**src/stg_pkg.sv**
```systemverilog
// stg_pkg: constants for the sectional trace gate
// assumes one clock domain, register port with one-cycle read latency
`default_nettype none
package stg_pkg;
    localparam int unsigned NUM_SRC = 6;
    // source select bit positions
    localparam int unsigned SRC_DA1 = 0;
    localparam int unsigned SRC_DA2 = 1;
    localparam int unsigned SRC_DA3 = 2;
    localparam int unsigned SRC_DA4 = 3;
    localparam int unsigned SRC_FE1 = 4;
    localparam int unsigned SRC_FE2 = 5;
    localparam logic [5:0] DA_MASK   = 6'h0F;
    localparam logic [5:0] FE_MASK   = 6'h30;
    localparam logic [5:0] DA34_MASK = 6'h0C;
    localparam logic [5:0] SEL_OFF   = 6'h00;
    // register offsets
    localparam logic [3:0] OFS_START = 4'h0;
    localparam logic [3:0] OFS_END   = 4'h1;
    localparam logic [3:0] OFS_MODE  = 4'h2;
    localparam logic [3:0] OFS_STAT  = 4'h3;
    // mode register fields
    localparam int unsigned MODE_COND_LSB = 0;
    localparam int unsigned MODE_CYC_BIT  = 2;
    localparam int unsigned MODE_OUT_BIT  = 3;
    localparam logic [1:0] COND_ALL   = 2'h0;
    localparam logic [1:0] COND_QUAL  = 2'h1;
    localparam logic [1:0] COND_SECT  = 2'h2;
    localparam logic [3:0] MODE_RESET = 4'h0;
    // status fields
    localparam int unsigned ST_ACTIVE   = 0;
    localparam int unsigned ST_MISMATCH = 1;
    localparam int unsigned ST_ARMED    = 2;
    localparam int unsigned ST_LASTRISK = 3;
endpackage : stg_pkg
`default_nettype wire

```
**src/stg_if.sv**
```systemverilog
// stg_if: event-hit carrier between the gate and its source selector
// assumes hits are synchronous to mclk
`timescale 1ns/1ns
`default_nettype none
interface stg_if;
    logic [5:0] hits;
    logic [5:0] start_sel;
    logic [5:0] end_sel;
    logic       block_da34;
    logic       start_hit;
    logic       end_hit;
    modport sel (input hits, start_sel, end_sel, block_da34,
                 output start_hit, end_hit);
    modport gate (output hits, start_sel, end_sel, block_da34,
                  input start_hit, end_hit);
endinterface : stg_if
`default_nettype wire

```
**src/stg_gate.sv**
```systemverilog
// stg_gate: sectional trace qualifier of the real-time tracer
// assumes same-clock event hits and a one-cycle-latency register port
//
// Contract
// - gate goes active on a start event, idle on an end event
// - in sectional mode frames are written only while the gate is active; other modes write every frame
// - start detect is OR of all selected start events
// - end detect is OR of all selected end events
// - mismatched pairing is stored, flagged, and the end event can no longer close the gate
// - off selection disables the point; both default off after reset
// - start and end act only in sectional condition mode
// - data-access events 3 and 4 unusable while on external output
// - fetch end on a multi-byte instruction may lose the last frame
// - start and end selections read back unchanged
// - sectional mode refused with machine-cycle trace mode
`timescale 1ns/1ns
`default_nettype none
module stg_gate (
    // clock and reset
    input  wire logic       mclk,
    input  wire logic       rst,
    // register port
    input  wire logic [3:0] reg_addr,
    input  wire logic [7:0] reg_wdata,
    input  wire logic       reg_wr,
    input  wire logic       reg_rd,
    output logic      [7:0] reg_rdata,
    // emulator side
    input  wire logic       emu_run,
    input  wire logic [5:0] event_hits,
    input  wire logic       frame_valid,
    input  wire logic       frame_multibyte,
    // trace memory side
    output logic            trace_wr,
    output logic            gate_active
);
    typedef enum logic [1:0] {
        STG_IDLE   = 2'b01,
        STG_ACTIVE = 2'b10
    } stg_state_e;

    stg_state_e state_q;
    logic [5:0] start_q;
    logic [5:0] end_q;
    logic [3:0] mode_q;
    logic [7:0] rdata_q;
    logic       run_q;
    logic       lastrisk_q;
    logic       mismatch;
    logic       sect_on;
    logic       start_ev;
    logic       end_ev;
    logic [1:0] cond_wr;
    logic [1:0] cond_req;
    logic [3:0] status;

    stg_if sbus ();
    assign sbus.hits       = event_hits;
    assign sbus.start_sel  = start_q;
    assign sbus.end_sel    = end_q;
    assign sbus.block_da34 = mode_q[stg_pkg::MODE_OUT_BIT];

    stg_sel u_sel (
        .bus (sbus)
    );

    // selections are stored even when mismatched; only flagged
    always_ff @(posedge mclk or posedge rst) begin
        if (rst) begin
            start_q <= stg_pkg::SEL_OFF;
            end_q   <= stg_pkg::SEL_OFF;
        end else if (reg_wr) begin
            if (reg_addr == stg_pkg::OFS_START)
                start_q <= reg_wdata[5:0];
            if (reg_addr == stg_pkg::OFS_END)
                end_q <= reg_wdata[5:0];
        end
    end

    // a sectional request under machine-cycle mode falls back to ALL
    assign cond_req = reg_wdata[stg_pkg::MODE_COND_LSB +: 2];
    always_comb begin
        cond_wr = cond_req;
        if (cond_req == stg_pkg::COND_SECT
            && !reg_wdata[stg_pkg::MODE_CYC_BIT])
            cond_wr = stg_pkg::COND_ALL;
    end

    always_ff @(posedge mclk or posedge rst) begin
        if (rst)
            mode_q <= stg_pkg::MODE_RESET;
        else if (reg_wr && reg_addr == stg_pkg::OFS_MODE)
            mode_q <= {reg_wdata[3:2], cond_wr};
    end

    // class check: a mixed selection or a cross-class pairing
    always_comb begin
        mismatch = 1'b0;
        if (((start_q & stg_pkg::DA_MASK) != 6'h00)
            && ((start_q & stg_pkg::FE_MASK) != 6'h00))
            mismatch = 1'b1;
        if (((end_q & stg_pkg::DA_MASK) != 6'h00)
            && ((end_q & stg_pkg::FE_MASK) != 6'h00))
            mismatch = 1'b1;
        if (((start_q & stg_pkg::DA_MASK) != 6'h00)
            && ((end_q & stg_pkg::FE_MASK) != 6'h00))
            mismatch = 1'b1;
        if (((start_q & stg_pkg::FE_MASK) != 6'h00)
            && ((end_q & stg_pkg::DA_MASK) != 6'h00))
            mismatch = 1'b1;
    end

    assign sect_on = mode_q[stg_pkg::MODE_COND_LSB +: 2]
                     == stg_pkg::COND_SECT;
    assign start_ev = sect_on && sbus.start_hit;
    // no valid deactivation exists for a mismatched pairing
    assign end_ev   = sect_on && sbus.end_hit && !mismatch;

    always_ff @(posedge mclk or posedge rst) begin
        if (rst)
            run_q <= 1'b0;
        else
            run_q <= emu_run;
    end

    always_ff @(posedge mclk or posedge rst) begin
        if (rst) begin
            state_q <= STG_IDLE;
        end else if (!emu_run || (emu_run && !run_q) || !sect_on) begin
            state_q <= STG_IDLE;
        end else begin
            case (state_q)
                STG_IDLE:
                    if (start_ev)
                        state_q <= STG_ACTIVE;
                STG_ACTIVE:
                    if (end_ev)
                        state_q <= STG_IDLE;
                default:
                    state_q <= STG_IDLE;
            endcase
        end
    end

    assign gate_active = (state_q == STG_ACTIVE);
    // in other condition modes the gate does not restrict writes
    assign trace_wr = frame_valid && emu_run
                      && (!sect_on || gate_active);

    // flag a possible loss of the closing fetch frame of a multi-byte instruction; cleared on the next start
    always_ff @(posedge mclk or posedge rst) begin
        if (rst)
            lastrisk_q <= 1'b0;
        else if (gate_active && end_ev && frame_multibyte
                 && ((end_q & stg_pkg::FE_MASK) != 6'h00))
            lastrisk_q <= 1'b1;
        else if (start_ev && !gate_active)
            lastrisk_q <= 1'b0;
    end

    // status word for software; bit positions kept in the package
    always_comb begin
        status = 4'h0;
        status[stg_pkg::ST_ACTIVE]   = gate_active;
        status[stg_pkg::ST_MISMATCH] = mismatch;
        status[stg_pkg::ST_ARMED]    = sect_on;
        status[stg_pkg::ST_LASTRISK] = lastrisk_q;
    end

    always_ff @(posedge mclk or posedge rst) begin
        if (rst) begin
            rdata_q <= 8'h00;
        end else if (reg_rd) begin
            case (reg_addr)
                stg_pkg::OFS_START: rdata_q <= {2'h0, start_q};
                stg_pkg::OFS_END:   rdata_q <= {2'h0, end_q};
                stg_pkg::OFS_MODE:  rdata_q <= {4'h0, mode_q};
                stg_pkg::OFS_STAT:  rdata_q <= {4'h0, status};
                default:            rdata_q <= 8'h00;
            endcase
        end else begin
            rdata_q <= 8'h00;
        end
    end
    assign reg_rdata = rdata_q;

    // assertions
    property p_open;
        @(posedge mclk) disable iff (rst)
        (state_q == STG_IDLE && emu_run && run_q && sect_on && start_ev)
        |=> gate_active;
    endproperty
    a_open: assert property (p_open) else $error("gate did not open");

    property p_close;
        @(posedge mclk) disable iff (rst)
        (gate_active && emu_run && sect_on && end_ev) |=> !gate_active;
    endproperty
    a_close: assert property (p_close) else $error("gate did not close");

    property p_wr_idle;
        @(posedge mclk) disable iff (rst)
        (sect_on && !gate_active) |-> !trace_wr;
    endproperty
    a_wr_idle: assert property (p_wr_idle) else $error("write while idle");

    property p_mode_inert;
        @(posedge mclk) disable iff (rst)
        !sect_on |=> !gate_active;
    endproperty
    a_mode_inert: assert property (p_mode_inert)
        else $error("gate active outside sectional mode");

    property p_mismatch_hold;
        @(posedge mclk) disable iff (rst)
        (gate_active && mismatch && emu_run && sect_on) |=> gate_active;
    endproperty
    a_mismatch_hold: assert property (p_mismatch_hold)
        else $error("mismatched pairing closed gate");

    property p_da34;
        @(posedge mclk) disable iff (rst)
        (mode_q[stg_pkg::MODE_OUT_BIT]
         && (event_hits & ~stg_pkg::DA34_MASK & start_q) == 6'h00)
        |-> !sbus.start_hit;
    endproperty
    a_da34: assert property (p_da34) else $error("blocked event started");

    property p_readback;
        @(posedge mclk) disable iff (rst)
        (reg_rd && reg_addr == stg_pkg::OFS_START && !reg_wr)
        |=> reg_rdata == {2'h0, $past(start_q)};
    endproperty
    a_readback: assert property (p_readback)
        else $error("start readback wrong");

    property p_run_start;
        @(posedge mclk) disable iff (rst)
        (emu_run && !run_q) |=> !gate_active;
    endproperty
    a_run_start: assert property (p_run_start)
        else $error("run did not start idle");

    property p_no_mcyc;
        @(posedge mclk) disable iff (rst)
        sect_on |-> mode_q[stg_pkg::MODE_CYC_BIT];
    endproperty
    a_no_mcyc: assert property (p_no_mcyc)
        else $error("sectional with machine cycle");

    property p_start_any;
        @(posedge mclk) disable iff (rst)
        (!mode_q[stg_pkg::MODE_OUT_BIT] && (event_hits & start_q) != 6'h00)
        |-> sbus.start_hit;
    endproperty
    a_start_any: assert property (p_start_any)
        else $error("selected start event not seen");

    property p_end_any;
        @(posedge mclk) disable iff (rst)
        (!mode_q[stg_pkg::MODE_OUT_BIT] && (event_hits & end_q) != 6'h00)
        |-> sbus.end_hit;
    endproperty
    a_end_any: assert property (p_end_any)
        else $error("selected end event not seen");

    property p_lastrisk;
        @(posedge mclk) disable iff (rst)
        (gate_active && end_ev && frame_multibyte
         && (end_q & stg_pkg::FE_MASK) != 6'h00) |=> lastrisk_q;
    endproperty
    a_lastrisk: assert property (p_lastrisk)
        else $error("last frame risk not flagged");

    property p_sel_hold;
        @(posedge mclk) disable iff (rst)
        (reg_rd && !reg_wr) |=> $stable(start_q) && $stable(end_q);
    endproperty
    a_sel_hold: assert property (p_sel_hold)
        else $error("readback changed a selection");

    property p_mode_store;
        @(posedge mclk) disable iff (rst)
        (reg_wr && reg_addr == stg_pkg::OFS_MODE
         && reg_wdata[stg_pkg::MODE_COND_LSB +: 2] == stg_pkg::COND_SECT
         && !reg_wdata[stg_pkg::MODE_CYC_BIT])
        |=> mode_q[stg_pkg::MODE_COND_LSB +: 2] == stg_pkg::COND_ALL;
    endproperty
    a_mode_store: assert property (p_mode_store)
        else $error("sectional stored under machine cycle");

    c_open: cover property (@(posedge mclk) disable iff (rst)
        !gate_active ##1 gate_active);
    c_close: cover property (@(posedge mclk) disable iff (rst)
        gate_active ##1 !gate_active);
    c_mismatch: cover property (@(posedge mclk) disable iff (rst)
        mismatch && sect_on);
    c_lastrisk: cover property (@(posedge mclk) disable iff (rst)
        $rose(lastrisk_q));
    c_blocked: cover property (@(posedge mclk) disable iff (rst)
        mode_q[stg_pkg::MODE_OUT_BIT] && event_hits[3:2] != 2'h0);
endmodule // stg_gate
`default_nettype wire

```
**src/stg_sel.sv**
```systemverilog
// stg_sel: ORs the selected event hits into start and end strobes
// assumes hits come from logic on the same clock
`timescale 1ns/1ns
`default_nettype none
module stg_sel (
    stg_if.sel bus
);
    logic [5:0] avail;

    // event 3 and 4 withheld while driving the external output
    assign avail = bus.block_da34 ? ~stg_pkg::DA34_MASK : 6'h3F;
    assign bus.start_hit = |(bus.hits & bus.start_sel & avail);
    assign bus.end_hit   = |(bus.hits & bus.end_sel & avail);
endmodule // stg_sel
`default_nettype wire
```
**config.mk**
```make
export PLATFORM = sky130hd
export DESIGN_NAME = stg_gate
export DESIGN_NICKNAME = d
export VERILOG_FILES = /design/src/stg_pkg.sv /design/src/stg_if.sv /design/src/stg_gate.sv /design/src/stg_sel.sv
export SDC_FILE = /design/constraint.sdc
export NUM_CORES = 1
export LEC_CHECK = 0
export BUFFER_PORTS_ARGS = -buffer_cell sky130_fd_sc_hd__buf_2
export CAP_MARGIN = 20
export CORE_ASPECT_RATIO = 0.75
export CORE_MARGIN = 2
export CORE_UTILIZATION = 45
export CTS_BUF_LIST = sky130_fd_sc_hd__clkbuf_16
export DETAILED_ROUTE_END_ITERATION = 8
export PLACE_DENSITY = 0.76
export SLEW_MARGIN = 20
export SYNTH_ARGS = -nofsm -noshare
export SYNTH_HDL_FRONTEND = slang
export SYNTH_SLANG_ARGS = --single-unit
```
**constraint.sdc**
```tcl
create_clock -name mclk -period 2.3 [get_ports mclk]
set_input_delay 0.115 -clock mclk [delete_from_list [all_inputs] [get_ports mclk]]
set_output_delay 0.115 -clock mclk [all_outputs]
set_load 0.02 [all_outputs]
```
After elaboration in Yosys (flattened, before gate mapping)
Cells that the tools add are included.
{"block": "totals", "inputBits": 25, "register_bits": 28, "output_inout_bits": 10}
{"block": "classes", "n_eq_ne": 9, "reduce_logical": 36, "n_bitwise": 4, "muxes": 14}
{"op": "6-bit bitwise AND", "count": 4}
{"op": "6-bit one-hot mux with 4 select lines", "count": 1}
{"op": "6-bit nonzero test", "count": 4}
{"op": "1-bit logical AND", "count": 16}
{"op": "6-bit OR reduction", "count": 2}
{"op": "4-bit by 2-bit == test with 1-bit output, second input constant", "count": 2}
{"op": "2-bit two-way mux", "count": 4}
{"op": "8-bit two-way mux", "count": 1}
{"op": "2-bit == test, second input constant", "count": 3}
{"op": "1-bit zero test", "count": 6}
{"op": "1-bit two-way mux", "count": 6}
{"op": "2-bit AND reduction", "count": 3}
{"op": "4-bit by 1-bit == test with 1-bit output, second input constant", "count": 1}
{"op": "4-bit zero test", "count": 1}
{"op": "4-bit two-way mux", "count": 1}
{"op": "2-bit one-hot mux with 2 select lines", "count": 1}
{"op": "1-bit logical OR", "count": 3}
{"op": "3-bit by 1-bit inequality test with 1-bit output, second input constant", "count": 1}
{"op": "3-bit inequality test, second input constant", "count": 1}
{"op": "2-bit by 1-bit == test with 1-bit output, second input constant", "count": 1}
{"op": "2-bit nonzero test", "count": 1}

Depth between registers and ports, before layout
{"block": "logic_depth", "word_depth": 12, "ltp_mapped": 5, "mapped_depth_nobuf": 4}

Modules after synthesis
A second synthesis with hierarchy kept.
{"block": "unflattened", "cells_unflattened": 101, "area_unflattened_um2": 1277.5}
{"module": "stg_gate", "cells_each": 93, "instances": 1, "area_each_um2": 1217.4, "seq_area_each_um2": 651.9}
{"module": "stg_sel", "cells_each": 8, "instances": 1, "area_each_um2": 60.1, "seq_area_each_um2": 0.0}

Worst setup path after synthesis
No wires, ideal clock.
{"block": "synth_path", "path_type": "register -> register", "startpoint": "reg state_q[0]", "endpoint": "reg rdata_q[0], in the netlist reg_rdata[0]", "t_required_ns": 2.178, "arrival_ns": 1.383, "slack_ns": 0.795, "path_stages_with_launch": 5, "path_buffers": 0, "setup_ns": 0.122, "path_cell_list": "dfstp_2 nand2b_1 inv_1 mux4_2 nor2b_1"}
{"block": "synth_between", "elab_chain_len": 3}
{"element": "from (decl)", "line": "stg_gate.sv:42", "text": "stg_state_e state_q;"}
{"element": "from (signal assigned)", "line": "stg_gate.sv:128", "text": "state_q <= STG_IDLE;"}
{"element": "from (signal assigned)", "line": "stg_gate.sv:130", "text": "state_q <= STG_IDLE;"}
{"element": "from (signal assigned)", "line": "stg_gate.sv:135", "text": "state_q <= STG_ACTIVE;"}
{"element": "2-bit == test", "line": "stg_gate.sv:145", "text": "assign gate_active = (state_q == STG_ACTIVE);"}
{"element": "named net gate_active", "line": "stg_gate.sv:35", "text": "output logic gate_active"}
{"element": "6-bit one-hot mux with 4 select lines", "line": "stg_gate.sv:174", "text": "case (reg_addr)"}
{"element": "8-bit two-way mux", "line": "stg_gate.sv:173", "text": "end else if (reg_rd) begin"}
{"element": "to (signal assigned)", "line": "stg_gate.sv:175", "text": "stg_pkg::OFS_START: rdata_q <= {2'h0, start_q};"}
{"element": "to (signal assigned)", "line": "stg_gate.sv:176", "text": "stg_pkg::OFS_END: rdata_q <= {2'h0, end_q};"}
{"element": "to (signal assigned)", "line": "stg_gate.sv:177", "text": "stg_pkg::OFS_MODE: rdata_q <= {4'h0, mode_q};"}
{"element": "to (decl)", "line": "stg_gate.sv:46", "text": "logic [7:0] rdata_q;"}
The timed path passes the listed nets, and every way through them passes these cells.
A chain may end at the register's enable or synchronous reset.

Final worst setup path
{"block": "layout_path", "startpoint": "reg end_q[4]", "endpoint": "reg rdata_q[1], in the netlist reg_rdata[1]"}
{"block": "layout_between", "elab_chain_len": 7}
{"element": "from (decl)", "line": "stg_gate.sv:44", "text": "logic [5:0] end_q;"}
{"element": "from (signal assigned)", "line": "stg_gate.sv:71", "text": "end_q <= stg_pkg::SEL_OFF;"}
{"element": "from (signal assigned)", "line": "stg_gate.sv:76", "text": "end_q <= reg_wdata[5:0];"}
{"element": "6-bit nonzero test (*)", "line": "stg_gate.sv:103, stg_gate.sv:106"}
{"element": "1-bit logical AND", "line": "stg_gate.sv:103", "text": "&& ((end_q & stg_pkg::FE_MASK) != 6'h00))"}
{"element": "1-bit two-way mux", "line": "stg_gate.sv:102", "text": "if (((end_q & stg_pkg::DA_MASK) != 6'h00)"}
{"element": "1-bit two-way mux (*)", "line": "stg_gate.sv:105", "text": "if (((start_q & stg_pkg::DA_MASK) != 6'h00)"}
{"element": "1-bit two-way mux (*)", "line": "stg_gate.sv:108", "text": "if (((start_q & stg_pkg::FE_MASK) != 6'h00)"}
{"element": "6-bit one-hot mux with 4 select lines (*)", "line": "stg_gate.sv:174"}
{"element": "8-bit two-way mux (*)", "line": "stg_gate.sv:173"}
Mark *: on every way between the ends. The rest lies on a longest branch, timed or not.

==> run_results.csv <==
group,metric,value,unit
routing,viasPerCell,5.53,
layout,multi_input_area,562,um^2
die,pin_count,35,
logic_synthesis,async_flop_share,100,%
power_and_ir_drop,power.share.clock,31.6,%
die,core.rowCount,16,
power_and_ir_drop,p_leak,0.714,nW
placed_design,dpl.hpwl,1960,um
logic_synthesis,ys_types,29,
die,chipHeight,49.6,um
logic_synthesis,synthMuxAreaShare,23.3,%
clocking,cts_tree,"yes",
die,die_w,64.8,um
logic_synthesis,yosys.area_share.adder,0,%
worst_setup_path,path_buf_inv,0,
sta,setup_tns,0,ps
global_routing,grt_pass1_vias,959,
sta,worstMarginPinSlew,898,ps
logic_synthesis,seq_area_frac_synth,52.3,%
logic_synthesis,synth_top_area_cell,"dfrtp_1",
layout,stdcell_count,166,
logic_synthesis,synth_compound_area_share,8.43,%
logic_synthesis,netlist_top_cells_area,"dfrtp_1 (50%), mux2_2 (11%), mux4_2 (7.2%)",
routing,drc,0,
logic_synthesis,synth_simple_gate_area_share,12.8,%
logic_synthesis,synth_warnings,0,
clocking,htree_num_levels,1,
worst_setup_path,path_cells,"nor4_1 -> a21oi_1 -> mux4_2 -> nor2b_1",
sta,clock_skew,4.97,ps
logic_synthesis,syn_area,1250,um^2
worst_setup_path,cp-startpoint,"end_q[4]$_DFFE_PP0P_",
logic_synthesis,synth_top_family_by_area,"multiplexers",
worst_hold_path,hold_path_class,"primary input to flop",
layout,insertedDiodeCount,0,
routing,antenna_left,0,
sta,layout_worst_path_cycle_share,70.2,%
sta,finalCriticalPeriod,1610,ps
placed_design,post-place-ws,695,ps
clocking,cts_buffer_depth,2,
global_routing,grt_max_degree,27,
placed_design,dp.cells,160,
power_and_ir_drop,swShare,27.1,%
logic_synthesis,yosysMostFrequentCell,"dfrtp_1",
sta,slew_viol_final,0,
worst_setup_path,cp-start-kind,"flop",
clocking,numCtsBuffers,3,
power_and_ir_drop,power,0.00123,W
global_routing,antenna_found_initial,0,
sta,layout_setup_ws,685,ps
power_and_ir_drop,p_int,0.000900,W
power_and_ir_drop,combPwrFrac,19.2,%
sta,setup_viol,0,
worst_setup_path,cp_max_fo,5,
worst_setup_path,crit_arrival,1760,ps
die,die_area,3210,um^2
placed_design,portBuffers,30,
worst_setup_path,slowest_delay,490,ps
routing,drt_iter0_markers,19,
die,core_area,2620,um^2
routing,wl_per_cell,16.5,um
logic_synthesis,synth_top_area_share,50.2,%
layout,fin_nets,156,
clocking,cts_sinks,26,
clocking,postCtsSetupBuffers,0,
job,max_cap_viol_count,0,
global_routing,grt_pass1_wl,4630,um
clocking,clk_latency,260,ps
worst_setup_path,required,2450,ps
sta,rsz0062_at_grt,"false",
sta,hold_violations,0,
logic_synthesis,yosys-top-cells-count,"dfrtp_1 (25), mux2_2 (12), a22oi_1 (7)",
worst_setup_path,crit_type,"flop to flop",
power_and_ir_drop,share_seq_of_total_power,49.3,%
clocking,cts-root-buf,"clkbuf_16",
routing,routed_wl,2740,um
sta,whs,92.9,ps
global_routing,grt_overflow,0,
layout,fillers,229,
worst_setup_path,cp-end-kind,"flop",
worst_setup_path,critical-path-top-delay-family,"multiplexers",
placed_design,place_congestion,0.886,
worst_setup_path,rr_startpoint,"end_q[4]$_DFFE_PP0P_",
clocking,cts_resized,0,
global_routing,grt_usage,19.7,%
power_and_ir_drop,irDropWorstVdd,623,uV
logic_synthesis,syn_avg_cell_area,12.7,um^2
routing,vias,918,
die,initial_utilization,47.5,%
sta,max_freq,619,MHz
logic_synthesis,synthFlopType,"dfrtp_1",
clocking,path_clk_slew,60,ps
power_and_ir_drop,p_sw,0.000334,W
logic_synthesis,synth_edf_count,0,
worst_setup_path,slowest_stage,"mux4_2",
layout,layout-drive-gt1-share,42.3,%
logic_synthesis,synth-xor-area-share,0,%
logic_synthesis,netlist_instances,98,
layout,area_delta_synth_final,21.6,%
routing,drt_first_pass_iters,4,
run_status,status,"finished clean",
layout,register_area,652,um^2
worst_hold_path,hp-start,"reg_wdata[4]",
power_and_ir_drop,power_density,814,nW/um^2
sta,slew_headroom,39.8,%
logic_synthesis,ys_ff_latch,26,
-- registers in the layout, summed over array words and instances, names as in the netlist --
name	flops
end_q	6
lastrisk_q	1
mode_q	4
reg_rdata	6
run_q	1
sbus.start_sel	6
state_q	2
-- power groups by stage --
stage / clock network, W / registers [W] / logic [W]
final: 0.000390 / 0.000608 / 0.000236
after floorplan: 0 / 0.000589 / 0.000178
after global placement: 0 / 0.000607 / 0.000225
after CTS: 0.000395 / 0.000604 / 0.000236
after global routing: 0.000423 / 0.000617 / 0.000260
after detailed placement: 0 / 0.000611 / 0.000233
-- cell usage in the layout (no fill, tap or decap), types with 2 or more instances in the layout --
| master | count |
|---|---|
| nor4_1 | 3 |
| a21oi_1 | 2 |
| o211ai_1 | 2 |
| mux2_4 | 3 |
| clkinv_1 | 2 |
| mux2_2 | 12 |
| nor2b_1 | 4 |
| nand2_1 | 4 |
| dfrtp_1 | 25 |
| nor3_1 | 2 |
| mux2i_1 | 2 |
| conb_1 | 2 |
| nor2_1 | 5 |
| clkbuf_16 | 3 |
| a22oi_1 | 7 |
| nand3_1 | 3 |
| o21ai_0 | 2 |
| buf_2 | 30 |
| nand2b_1 | 2 |
| dlygate4sd3_1 | 2 |
| mux4_2 | 4 |
-- metal layers --
layer / part of all wire [%] / wire length [um] / track usage, %
met5: 0 / 0 / 0
met4: 2.5 / 68 / 7.80
met3: 6.4 / 176 / 6.39
met2: 44 / 1200 / 29.9
met1: 47 / 1290 / 26.2
-- logic make-up (layout without fill, tap and decap cells) --
group	after synthesis	in the layout
AOI/OAI and AO/OA	15	15
DFF	26	26
muxes	21	21
buffers and inverters	7	38
and+or+nand+nor	28	28
other	1	2
-- worst reg2reg max path, cell delays in order (launching register included) --
cell and delay [ps]:
dfrtp_1 430, nor4_1 310, a21oi_1 110, mux4_2 490
nor2b_1 150
-- timing repair --
action / CTS / global route
hold buffers: 1 / 1
setup endpoints to repair: 0 / 0
endpoints found under the hold margin: 1 / 19
-- per-stage QoR --
| step | cell area [um^2] | utilization, % |
|---|---|---|
| floorplan | 1250 | - |
| global placement | 1420 | 54.0 |
| detailed placement | 1420 | 54.0 |
| CTS | 1510 | 57.4 |
| global route | 1520 | 57.8 |
| finish | 1520 | 57.8 |
-- worst paths after layout --
kind	end	cells past startpoint	slack, ps
max	reg_rdata[1]$_DFF_PP0_	4	690
min	end_q[4]$_DFFE_PP0P_	2	90
max reg2reg	reg_rdata[1]$_DFF_PP0_	4	690
min reg2reg	lastrisk_q$_DFFE_PP0P_	1	500
max in group asynchronous	run_q$_DFF_PP0_	3	1410
min in group asynchronous	lastrisk_q$_DFFE_PP0P_	3	480
-- layout make-up --
type	instances	share of cell area [%]
Inverter	2	0.495
Clock buffer	3	4.95
Multi-Input combinational cell	66	37.1
Timing Repair Buffer	32	11.2
Sequential cell	26	43.0
Clock inverter	1	0.248
Tap cell	36	2.97
Note: power is estimated with default switching activity, not from simulation.
